===== src/rtl/mte_pkg.sv =====
package mte_pkg;

	// ----------------------------------------------------------------
	// Sizes
	// ----------------------------------------------------------------
	localparam int unsigned CH_MAX  = 16;  // Channels addressable by the scan stream
	localparam int unsigned CH_W    = 4;   // Channel number width
	localparam int unsigned SMP_W   = 16;  // Signed sample width
	localparam int unsigned ADDR_W  = 8;   // Register address width
	localparam int unsigned DATA_W  = 32;  // Register data width

	// ----------------------------------------------------------------
	// Register map (byte addresses)
	// ----------------------------------------------------------------
	localparam logic [7:0] REG_CTRL    = 8'h00;  // [0] config done, [1] AND mode
	localparam logic [7:0] REG_CHEN    = 8'h04;  // Trigger channel enable mask
	localparam logic [7:0] REG_STATUS  = 8'h08;  // [1:0] state, [2] acq ready
	localparam logic [7:0] REG_CHVALID = 8'h0C;  // Per-channel valid flags
	localparam logic [1:0] BANK_TYPE   = 2'h1;   // 0x40 + 4*ch : trigger type
	localparam logic [1:0] BANK_THR    = 2'h2;   // 0x80 + 4*ch : threshold
	localparam logic [1:0] BANK_HYST   = 2'h3;   // 0xC0 + 4*ch : hysteresis limit

	// ----------------------------------------------------------------
	// Field positions and reset values
	// ----------------------------------------------------------------
	localparam int unsigned CTRL_CFG_BIT = 0;
	localparam int unsigned CTRL_AND_BIT = 1;
	localparam int unsigned STAT_RDY_BIT = 2;
	localparam logic [SMP_W-1:0]  THR_RST  = 16'h0000;
	localparam logic [SMP_W-1:0]  HYST_RST = 16'h0000;
	localparam logic [CH_MAX-1:0] CHEN_RST = 16'h0000;

	// ----------------------------------------------------------------
	// Types
	// ----------------------------------------------------------------
	// Order gives code bit0 = below/falling, bit1 = latched, bit2 = edge init
	typedef enum logic [2:0] {
		TT_ABOVE,
		TT_BELOW,
		TT_ABOVE_LATCH,
		TT_BELOW_LATCH,
		TT_RISE,
		TT_FALL,
		TT_RISE_LATCH,
		TT_FALL_LATCH
	} mte_type_e;

	typedef enum logic [1:0] {
		ST_IDLE,
		ST_ARMED,
		ST_ACQ,
		ST_REARM
	} mte_state_e;

	// One converted sample of a scan
	typedef struct packed {
		logic                    valid;
		logic                    last;  // Final sample of the scan
		logic [CH_W-1:0]         ch;
		logic signed [SMP_W-1:0] data;
	} mte_sample_s;

	// Register port request
	typedef struct packed {
		logic              wr;
		logic              rd;
		logic [ADDR_W-1:0] addr;
		logic [DATA_W-1:0] wdata;
	} mte_reg_req_s;

endpackage : mte_pkg


===== src/rtl/mte_trigger.sv =====
`timescale 1ns/1ns

// Functional notes
// - Rising hysteresis trigger fires above threshold only after dropping below band.
// - Dip inside the band then rising again gives no new trigger.
// - Each scanned channel sample is judged separately for validity.
// - At scan end, combine channels: OR needs any, AND needs all.
// - Slope selects valid above threshold or below it.
// - Instantaneous channels are valid only while the condition holds.
// - OR mode starts on first valid channel; later invalidation irrelevant.
// - Level init becomes valid at or past threshold, even at start.
// - Eight comparison types: four level kinds and four edge kinds.
// - Above-level valid while above level, invalid once below.
// - Below-level valid while below level, invalid once above.
// - Above-level-latch sets valid above threshold, holds until rearm.
// - Below-level-latch sets valid below threshold, holds until rearm.
// - AND mode waits for all channels valid within the same scan.
// - Channels may use different comparison types together.
// - Rising edge drops invalid below band, then may become valid again.
// - Falling edge primed above band, valid below threshold, invalid above band.
// - OR mode triggers when condition first met and acquisition side ready.
// - AND mode triggers on a single valid channel only when it is the sole enabled one.
// - Triggers while unconfigured or acquisition busy are silently discarded.
// - Rising-edge-latch validates like rising edge, then holds until rearm.
// - Falling-edge-latch validates like falling edge, then holds until rearm.
module mte_trigger
	import mte_pkg::*;
#(
	parameter int unsigned NUM_CH = CH_MAX
) (
	input  wire logic               clock_i,
	input  wire logic               rst_i,
	input  wire mte_reg_req_s       reg_req_i,
	output logic [DATA_W-1:0]       reg_rdata_o,
	input  wire mte_sample_s        sample_i,
	input  wire logic               acq_ready_i,
	input  wire logic               acq_done_i,
	input  wire logic               rearm_i,
	output logic                    trig_o,
	output logic                    armed_o
);

	// ----------------------------------------------------------------
	// State record
	// ----------------------------------------------------------------
	typedef struct packed {
		mte_state_e                           state;
		logic                                 cfg_done;
		logic                                 and_mode;
		logic [NUM_CH-1:0]                    chen;
		logic [NUM_CH-1:0][2:0]               ctype;
		logic [NUM_CH-1:0][SMP_W-1:0]         thr;
		logic [NUM_CH-1:0][SMP_W-1:0]         hyst;
		logic [NUM_CH-1:0]                    valid;
		logic [NUM_CH-1:0]                    primed;
		logic                                 trig;
		logic [DATA_W-1:0]                    rdata;
	} mte_regs_s;

	mte_regs_s state_ff;
	mte_regs_s nxt_state;

	// Register bus decode helpers
	logic [1:0]      bank;
	logic [CH_W-1:0] idx;
	logic            idx_ok;
	assign bank   = reg_req_i.addr[7:6];
	assign idx    = reg_req_i.addr[5:2];
	assign idx_ok = (32'(idx) < NUM_CH);

	// Per-sample comparison helpers
	logic                    ch_ok;
	logic signed [SMP_W-1:0] s_thr;
	logic signed [SMP_W-1:0] s_hyst;
	logic                    at_or_above;
	logic                    at_or_below;
	logic                    under_band;
	logic                    over_band;
	assign ch_ok       = (32'(sample_i.ch) < NUM_CH);
	assign s_thr       = ch_ok ? state_ff.thr[sample_i.ch] : THR_RST;
	assign s_hyst      = ch_ok ? state_ff.hyst[sample_i.ch] : HYST_RST;
	assign at_or_above = (sample_i.data >= s_thr);
	assign at_or_below = (sample_i.data <= s_thr);
	assign under_band  = (sample_i.data < s_hyst);
	assign over_band   = (sample_i.data > s_hyst);

	// ----------------------------------------------------------------
	// Next-state logic
	// ----------------------------------------------------------------
	// Whole block state is computed here and registered below in one step
	always_comb begin
		logic [NUM_CH-1:0] nv;
		logic [NUM_CH-1:0] np;
		logic [NUM_CH-1:0] qual;
		logic              v;
		logic              p;
		logic              any_ok;
		logic              all_ok;
		logic              hit;
		nv        = state_ff.valid;
		np        = state_ff.primed;
		qual      = '0;
		v         = 1'b0;
		p         = 1'b0;
		any_ok    = 1'b0;
		all_ok    = 1'b0;
		hit       = 1'b0;
		nxt_state = state_ff;
		nxt_state.trig  = 1'b0;
		nxt_state.rdata = '0;

		// Register writes
		if (reg_req_i.wr) begin
			if (reg_req_i.addr == REG_CTRL) begin
				nxt_state.cfg_done = reg_req_i.wdata[CTRL_CFG_BIT];
				nxt_state.and_mode = reg_req_i.wdata[CTRL_AND_BIT];
			end else if (reg_req_i.addr == REG_CHEN) begin
				nxt_state.chen = reg_req_i.wdata[NUM_CH-1:0];
			end else if (idx_ok && bank == BANK_TYPE) begin
				nxt_state.ctype[idx] = reg_req_i.wdata[2:0];
			end else if (idx_ok && bank == BANK_THR) begin
				nxt_state.thr[idx] = reg_req_i.wdata[SMP_W-1:0];
			end else if (idx_ok && bank == BANK_HYST) begin
				nxt_state.hyst[idx] = reg_req_i.wdata[SMP_W-1:0];
			end
		end

		// Register reads, answered in the following cycle
		if (reg_req_i.rd) begin
			if (reg_req_i.addr == REG_CTRL) begin
				nxt_state.rdata[CTRL_CFG_BIT] = state_ff.cfg_done;
				nxt_state.rdata[CTRL_AND_BIT] = state_ff.and_mode;
			end else if (reg_req_i.addr == REG_CHEN) begin
				nxt_state.rdata[NUM_CH-1:0] = state_ff.chen;
			end else if (reg_req_i.addr == REG_STATUS) begin
				nxt_state.rdata[1:0]          = state_ff.state;
				nxt_state.rdata[STAT_RDY_BIT] = acq_ready_i;
			end else if (reg_req_i.addr == REG_CHVALID) begin
				nxt_state.rdata[NUM_CH-1:0] = state_ff.valid;
			end else if (idx_ok && bank == BANK_TYPE) begin
				nxt_state.rdata[2:0] = state_ff.ctype[idx];
			end else if (idx_ok && bank == BANK_THR) begin
				nxt_state.rdata[SMP_W-1:0] = state_ff.thr[idx];
			end else if (idx_ok && bank == BANK_HYST) begin
				nxt_state.rdata[SMP_W-1:0] = state_ff.hyst[idx];
			end
		end

		// judge the arriving channel on its own
		if (state_ff.state == ST_ARMED && sample_i.valid && ch_ok) begin
			v = state_ff.valid[sample_i.ch];
			p = state_ff.primed[sample_i.ch];
			unique case (mte_type_e'(state_ff.ctype[sample_i.ch]))
				TT_ABOVE: begin
					v = at_or_above;
				end
				TT_BELOW: begin
					v = at_or_below;
				end
				TT_ABOVE_LATCH: begin
					v = v | at_or_above;
				end
				TT_BELOW_LATCH: begin
					v = v | at_or_below;
				end
				TT_RISE: begin
					if (under_band) begin
						v = 1'b0;
						p = 1'b1;
					end else if (p && at_or_above) begin
						v = 1'b1;
						p = 1'b0;
					end
				end
				TT_FALL: begin
					if (over_band) begin
						v = 1'b0;
						p = 1'b1;
					end else if (p && at_or_below) begin
						v = 1'b1;
						p = 1'b0;
					end
				end
				TT_RISE_LATCH: begin
					if (!v && under_band) begin
						p = 1'b1;
					end else if (!v && p && at_or_above) begin
						v = 1'b1;
						p = 1'b0;
					end
				end
				TT_FALL_LATCH: begin
					if (!v && over_band) begin
						p = 1'b1;
					end else if (!v && p && at_or_below) begin
						v = 1'b1;
						p = 1'b0;
					end
				end
			endcase
			// slope and edge priming chosen by type above
			nv[sample_i.ch] = v;
			np[sample_i.ch] = p;
			nxt_state.valid  = nv;
			nxt_state.primed = np;
		end

		// combine at the end of each scan
		qual   = nv & state_ff.chen;
		any_ok = |qual;
		// every enabled channel valid in this scan
		all_ok = (state_ff.chen != '0) && (qual == state_ff.chen);
		hit    = state_ff.and_mode ? all_ok : any_ok;

		// Acquisition sequencing
		unique case (state_ff.state)
			ST_IDLE: begin
				if (state_ff.cfg_done) begin
					nxt_state.state = ST_ARMED;
				end
			end
			ST_ARMED: begin
				// fire on first qualifying scan when ready
				if (sample_i.valid && sample_i.last && hit && acq_ready_i) begin
					nxt_state.trig  = 1'b1;
					nxt_state.state = ST_ACQ;
				end
			end
			ST_ACQ: begin
				if (acq_done_i) begin
					nxt_state.state = ST_REARM;
				end
			end
			ST_REARM: begin
				if (rearm_i) begin
					nxt_state.valid  = '0;
					nxt_state.primed = '0;
					nxt_state.state  = ST_ARMED;
				end
			end
		endcase

		// no configuration means no evaluation, nothing reported
		if (!state_ff.cfg_done) begin
			nxt_state.state  = ST_IDLE;
			nxt_state.valid  = '0;
			nxt_state.primed = '0;
			nxt_state.trig   = 1'b0;
		end
	end

	// ----------------------------------------------------------------
	// State register
	// ----------------------------------------------------------------
	// Reset leaves every channel above-level with zero levels, all disabled
	always_ff @(posedge clock_i) begin
		if (rst_i) begin
			state_ff          <= '0;
			state_ff.state    <= ST_IDLE;
			state_ff.chen     <= CHEN_RST[NUM_CH-1:0];
		end else begin
			state_ff <= nxt_state;
		end
	end

	// ----------------------------------------------------------------
	// Outputs
	// ----------------------------------------------------------------
	assign reg_rdata_o = state_ff.rdata;
	assign trig_o      = state_ff.trig;  // One-cycle pulse
	assign armed_o     = (state_ff.state == ST_ARMED);

endmodule : mte_trigger


===== config.mk =====
export PLATFORM = sky130hd
export DESIGN_NAME = mte_trigger
export DESIGN_NICKNAME = d
export VERILOG_FILES = /design/src/rtl/mte_pkg.sv /design/src/rtl/mte_trigger.sv
export SDC_FILE = /design/constraint.sdc
export NUM_CORES = 2
export LEC_CHECK = 0
export BUFFER_PORTS_ARGS = -buffer_cell sky130_fd_sc_hd__buf_4
export CORE_UTILIZATION = 60
export DETAILED_ROUTE_END_ITERATION = 7
export PLACE_DENSITY_LB_ADDON = 0.15
export SYNTH_ARGS = -nofsm -noshare
export SYNTH_HDL_FRONTEND = slang
export SYNTH_SLANG_ARGS = --single-unit
export TNS_END_PERCENT = 20

===== constraint.sdc =====
create_clock -name clock_i -period 10.3 [get_ports clock_i]
set_input_delay 0.515 -clock clock_i [delete_from_list [all_inputs] [get_ports clock_i]]
set_output_delay 0.515 -clock clock_i [all_outputs]
set_load 0.02 [all_outputs]

Yosys cells after proc, flatten, opt, wreduce, memory -nomap -nowiden
Cells that the tools add are included. Widths: inputs -> output; s select.

Register bits: 645. Bits of input ports: 69. Output and inout bits: 34. Logic and storage cells: 192.

$lt $le $gt $ge: 8. Eq/ne operators: 20. Multiplexer cells: 66. Bitwise gates (word level): 10. Reduce and logical (&&, ||, !) cells: 30.

Operators with widths (number): $bwmux 256 (2); $bmux 16 s4 (4); $mux 16 (10); $mux 32 (3); $demux 16 s4 (1); $bwmux 48 (1); $bwmux 16 (2); $mux 13 (2); $bmux 3 s4 (2); $mux 1 (23); $and 16x16->16 (1); $eq 16x16->1 (1); $eq 8x4->1 const B (2); $ge 16x16->1 (1); $gt 16x16->1 (1); $le 16x16->1 (1); $lt 16x16->1 (1); $reduce_bool 16->1 (1); $reduce_or 16->1 (1); $mux 3 (5); $logic_and 1x1->1 (14); $demux 3 s4 (1); $eq 3x3->1 const B (4); $lt 4x5->1 const B (2); 27 further kinds (48).

Logic depth before layout (Yosys ltp)
Word-level depth: 19. Mapped depth: 20.

Worst setup path before layout
OpenSTA, ideal clock, no wires.

Path type: input -> register. From: input sample_i[16] in the netlist's numbering. To: register state_ff[643] in the netlist's numbering. Data arrival time: 5.417 ns. Data required time: 10.175 ns. Setup slack: 4.758 ns. Cell stages on the path: 20. Cell sequence: buf_6 buf_12 buf_2 clkbuf_1 buf_1 mux4_2 mux4_2 inv_1 ha_1 a211oi_1 nor3_1 or3_1 o21a_1 or3_1 a31oi_1 a31oi_1 a22oi_1 and4_1 o221ai_2 mux2i_1.

Longest elaborated chain between the ends: 19.

RTL lines: from (decl) (RTL line mte_trigger.sv:35) `input wire mte_sample_s sample_i,`; parallel branches: the longest is 9 deep, another holds $le 16x16->1; $bwmux 16 * (RTL line mte_trigger.sv:202) `nv[sample_i.ch] = v;`; $mux 16 * (RTL line mte_trigger.sv:150) `if (state_ff.state == ST_ARMED && sample_i.valid && ch_ok) begin`; $and 16x16->16 * (RTL line mte_trigger.sv:209) `qual = nv & state_ff.chen;`; $eq 16x16->1 (RTL line mte_trigger.sv:212) `all_ok = (state_ff.chen != '0) && (qual == state_ff.chen);`; $logic_and 1x1->1 (RTL line mte_trigger.sv:212); $mux 1 * (RTL line mte_trigger.sv:213) `hit = state_ff.and_mode ? all_ok : any_ok;`; $logic_and 1x1->1 * (2 in a row) (RTL line mte_trigger.sv:224) `if (sample_i.valid && sample_i.last && hit && acq_ready_i) begin`; $ne 2x1->1 (no line) *; $reduce_and 3->1 (no line) *; to (signal assigned) (RTL line mte_trigger.sv:262) `state_ff <= nxt_state;`; to (decl) (RTL line mte_trigger.sv:60) `mte_regs_s state_ff;`.

Mark *: on every way between the ends. The select of a mux whose other input is x is not followed. A chain may end at the register's enable or synchronous reset.

Worst setup path after layout
From: input sample_i[16] in the netlist's numbering. To: register state_ff (netlist bit trig_o).

Longest elaborated chain between the ends: 18.

RTL lines (RTL line): parallel branches: the longest is 9 deep, another holds $le 16x16->1; $bwmux 16 * (mte_trigger.sv:202); $mux 16 * (mte_trigger.sv:150); $and 16x16->16 * (mte_trigger.sv:209); $eq 16x16->1 (mte_trigger.sv:212); $logic_and 1x1->1 (mte_trigger.sv:212); $mux 1 * (mte_trigger.sv:213); $logic_and 1x1->1 * (2 in a row) (mte_trigger.sv:224); $mux 1 * (mte_trigger.sv:224).

Marked as above.

==> impl_metrics.yaml <==
routing:
  wl_per_cell_microns: 26.8
  drt_iter0_drc: 4862
  vias: 29472
  antenna_left: 0
  totalWireLength_mm: 115
  vias_per_cell: 6.88
  drc: 0
  drt-pass1-iter-count: 6
sta:
  hold_viol_final: 0
  finalSetupViolations: 0
  fin_crit_ps: 6430
  tightest_slew_ps: 1310
  clock_skew_ps: 17.4
  max_freq_ghz: 0.155
  maxSlewHeadroom_pct: 12.4
  final_max_slew_viol_count: 0
  rsz0062_at_grt: "false"
  fin_crit_sh_pct: 62.4
  finalSetupTns_ps: 0
synth:
  synth_ff_type: "dfxtp_1"
  synth-xor-area-share_pct: 0
  synth-compound-area-share_pct: 12.8
  synth.area.top_cells: "dfxtp_1, mux4_2, nand2_1"
  synth_top_area_share_pct: 38.2
  ys_ff_latch: 629
  synthCells: 3688
  synth-seq-area-share_pct: 38.2
  synth.most_common_cell: "nand2_1"
  syn_area_sq_um: 33000
  muxShareOfSynthArea_pct: 24.8
  netlist_top_cells_count: "nand2_1, a21oi_1, dfxtp_1"
  synth_top_family_by_area: "multiplexers"
  synth_top_area_cell: "dfxtp_1"
  synth_edf_count: 0
  ys_warn_count: 0
  yosysUniqueCellTypes: 63
  syn_area_per_cell_sq_um: 8.95
  synthArstFlopShare_pct: 0
  synthSimpleGateAreaFrac_pct: 17.7
  synthAdderAreaFrac_pct: 1.52
clocking:
  cts_tree: "yes"
  h-tree-depth: 3
  clk_latency_ps: 620
  cts_hold_buf: 0
  clk_pin_slew_ps: 60
  ctsRootBufferMaster: "clkbuf_16"
  tritoncts.num_buffers: 68
  numClockSinks: 629
  postCtsSetupBuffers: 0
  cts_resized: 0
  cts.path.max_buffers: 3
global_routing:
  grtUsageTotal_pct: 41.0
  antenna_found_initial: 4
  grt_max_degree: 106
  grt_pass1_wl_mm: 172
  grt-ovfl-total: 0
  grt_pass1_vias: 28688
power_and_ir_drop:
  pwr-share-clk_pct: 47.0
  vdd_ir_drop_max_mv: 0.111
  pwr-share-seq_pct: 46.5
  p_sw_share_pct: 24.0
  p_per_area_nw_per_um2: 148
  pwr-share-comb_pct: 6.5
  p_sw_mw: 1.26
  internal_power_mw: 4.00
  leakagePower_nw: 11.4
hold_path:
  whs_path_depth: 3
  whs_endpoint: "trig_o$_SDFF_PP0_"
  hold_start: "acq_ready_i"
  hp-class: "in -> reg"
layout:
  area_growth_pct: 7.75
  drive_above_1_share_pct: 15.9
  finalNonFillerCells: 4282
  finalNetCount: 3651
critical_path:
  critPathKind: "in -> reg"
  worst_setup_path_end_kind: "register"
  critPathSlowestCell: "buf_4"
  worstPathArrival_ps: 6910
  r2r-start: "state_ff[448]$_SDFFE_PP0P_"
  r2r_setup_slack_ps: 5010
  r2r_cells: 14
  cp.required_ps: 10780
  cp_common_cell: "mux4_2"
  crit_fanout: 69
  reg2reg_to: "trig_o$_SDFF_PP0_"
  max_stage_delay_ps: 760
  cp-start-kind: "primary input"
  cp_cell_sequence: "buf_8, buf_4, mux4_2, mux4_2, inv_1, ha_1, nand4_1, nor4_2, a21boi_0, a211oi_1, or3_1, a31oi_1, and2_1, a21o_1, nand3_1, a2111oi_0"
die:
  rows: 85
  core_area_sq_um: 54000
  dieHeight_microns: 237
  boundaryPins: 103
  dieArea_sq_um: 55900
  dieWidth_microns: 237
  initial_core_util_pct: 61.1
placed_design:
  dp_hpwl_mm: 68.1
  portBuffers: 70
  placed_cells: 4168
  routabilityCongestion: 0.928
run_status:
  status: "finished clean"
job:
  drv_cap: 0
## worst max path at each step
| stage | start | end | slack (ps) | depth (start not counted) |
|---|---|---|---|---|
| finish | sample_i[16] | trig_o$_SDFF_PP0_ | 3870 | 16 |
| global route | sample_i[16] | trig_o$_SDFF_PP0_ | 3430 | 16 |
| CTS | sample_i[16] | state_ff[643]$_SDFFE_PP0P_ | 4010 | 17 |
| floorplan | sample_i[16] | state_ff[643]$_SDFFE_PP0P_ | 4760 | 20 |
| detailed placement | sample_i[16] | state_ff[643]$_SDFFE_PP0P_ | 3400 | 17 |
| global placement | sample_i[16] | state_ff[643]$_SDFFE_PP0P_ | 3470 | 17 |
## stage by stage
| stage | hold WS, ps | util, % | instance area [sq um] | worst slack (ps) | power (mW) |
|---|---|---|---|---|---|
| 3_5_place_dp | 457 | 61.7 | 33400 | 3400 | 2.83 |
| 6_report | 279 | 65.8 | 35600 | 3870 | 5.26 |
| 3_3_place_gp | 448 | 61.7 | 33400 | 3470 | 2.82 |
| 2_1_floorplan | 443 | - | 33100 | 4760 | 2.74 |
| 4_1_cts | 257 | 65.8 | 35600 | 4010 | 5.25 |
| 5_1_grt | 293 | 65.8 | 35600 | 3430 | 5.39 |
## layer usage
metal | share of wire (%) | global-route usage, %
met4 | 6.3 | 24.7
met1 | 35 | 52.2
met5 | 0.030 | 0
met2 | 45 | 61.9
met3 | 14 | 12.2
## critical path: cells and delay by family
kind | cells | cell delay, ps
adder cells (fa/ha/maj) | 1 | 170
AO/OA/AOI/OAI | 5 | 1540
buffers and inverters | 3 | 1500
AND/OR/NAND/NOR | 5 | 1990
multiplexers | 2 | 1120
## cell usage in the layout, fill, tap and decap left out, types with 9 or more instances in the layout
master	count
nand2_1	1214
a21oi_1	631
dfxtp_1	629
mux4_2	342
nor2_1	133
buf_4	116
o21ai_0	72
clkbuf_16	71
ha_1	40
inv_1	39
nor2b_1	28
a22oi_1	22
nand3_1	20
a211oi_1	18
conb_1	16
clkbuf_1	16
mux4_1	14
nor3_1	12
nand4_1	11
clkbuf_8	11
mux2i_1	10
nand2b_1	9
clkinv_2	9
## power groups by stage
| stage | clock, mW | combinational [mW] | sequential [mW] |
|---|---|---|---|
| 2_1_floorplan | 0 | 0.243 | 2.50 |
| 3_3_place_gp | 0 | 0.327 | 2.50 |
| 3_5_place_dp | 0 | 0.332 | 2.50 |
| 4_1_cts | 2.47 | 0.333 | 2.44 |
| 5_1_grt | 2.59 | 0.357 | 2.44 |
| 6_report | 2.47 | 0.343 | 2.44 |
## cell type report
type | count | area [sq um]
Multi-Input combinational cell | 2683 | 18800
Fill cell | 4375 | 18500
Sequential cell | 629 | 12600
Clock buffer | 98 | 1990
Timing Repair Buffer | 121 | 938
Tap cell | 696 | 871
Clock inverter | 15 | 204
Inverter | 39 | 146
Antenna cell | 1 | 2.50
## registers in the layout (all words and copies together) (netlist names)
name         count
reg_rdata_o     16
state_ff       612
trig_o           1
## logic make-up after synthesis
family,after synthesis
buffers and inverters,391
AO/OA/AOI/OAI,791
flip-flops,629
adder cells (fa/ha/maj),40
multiplexers,367
other,1
AND/OR/NAND/NOR,1469
No activity file was read; power rests on OpenSTA's default activity.
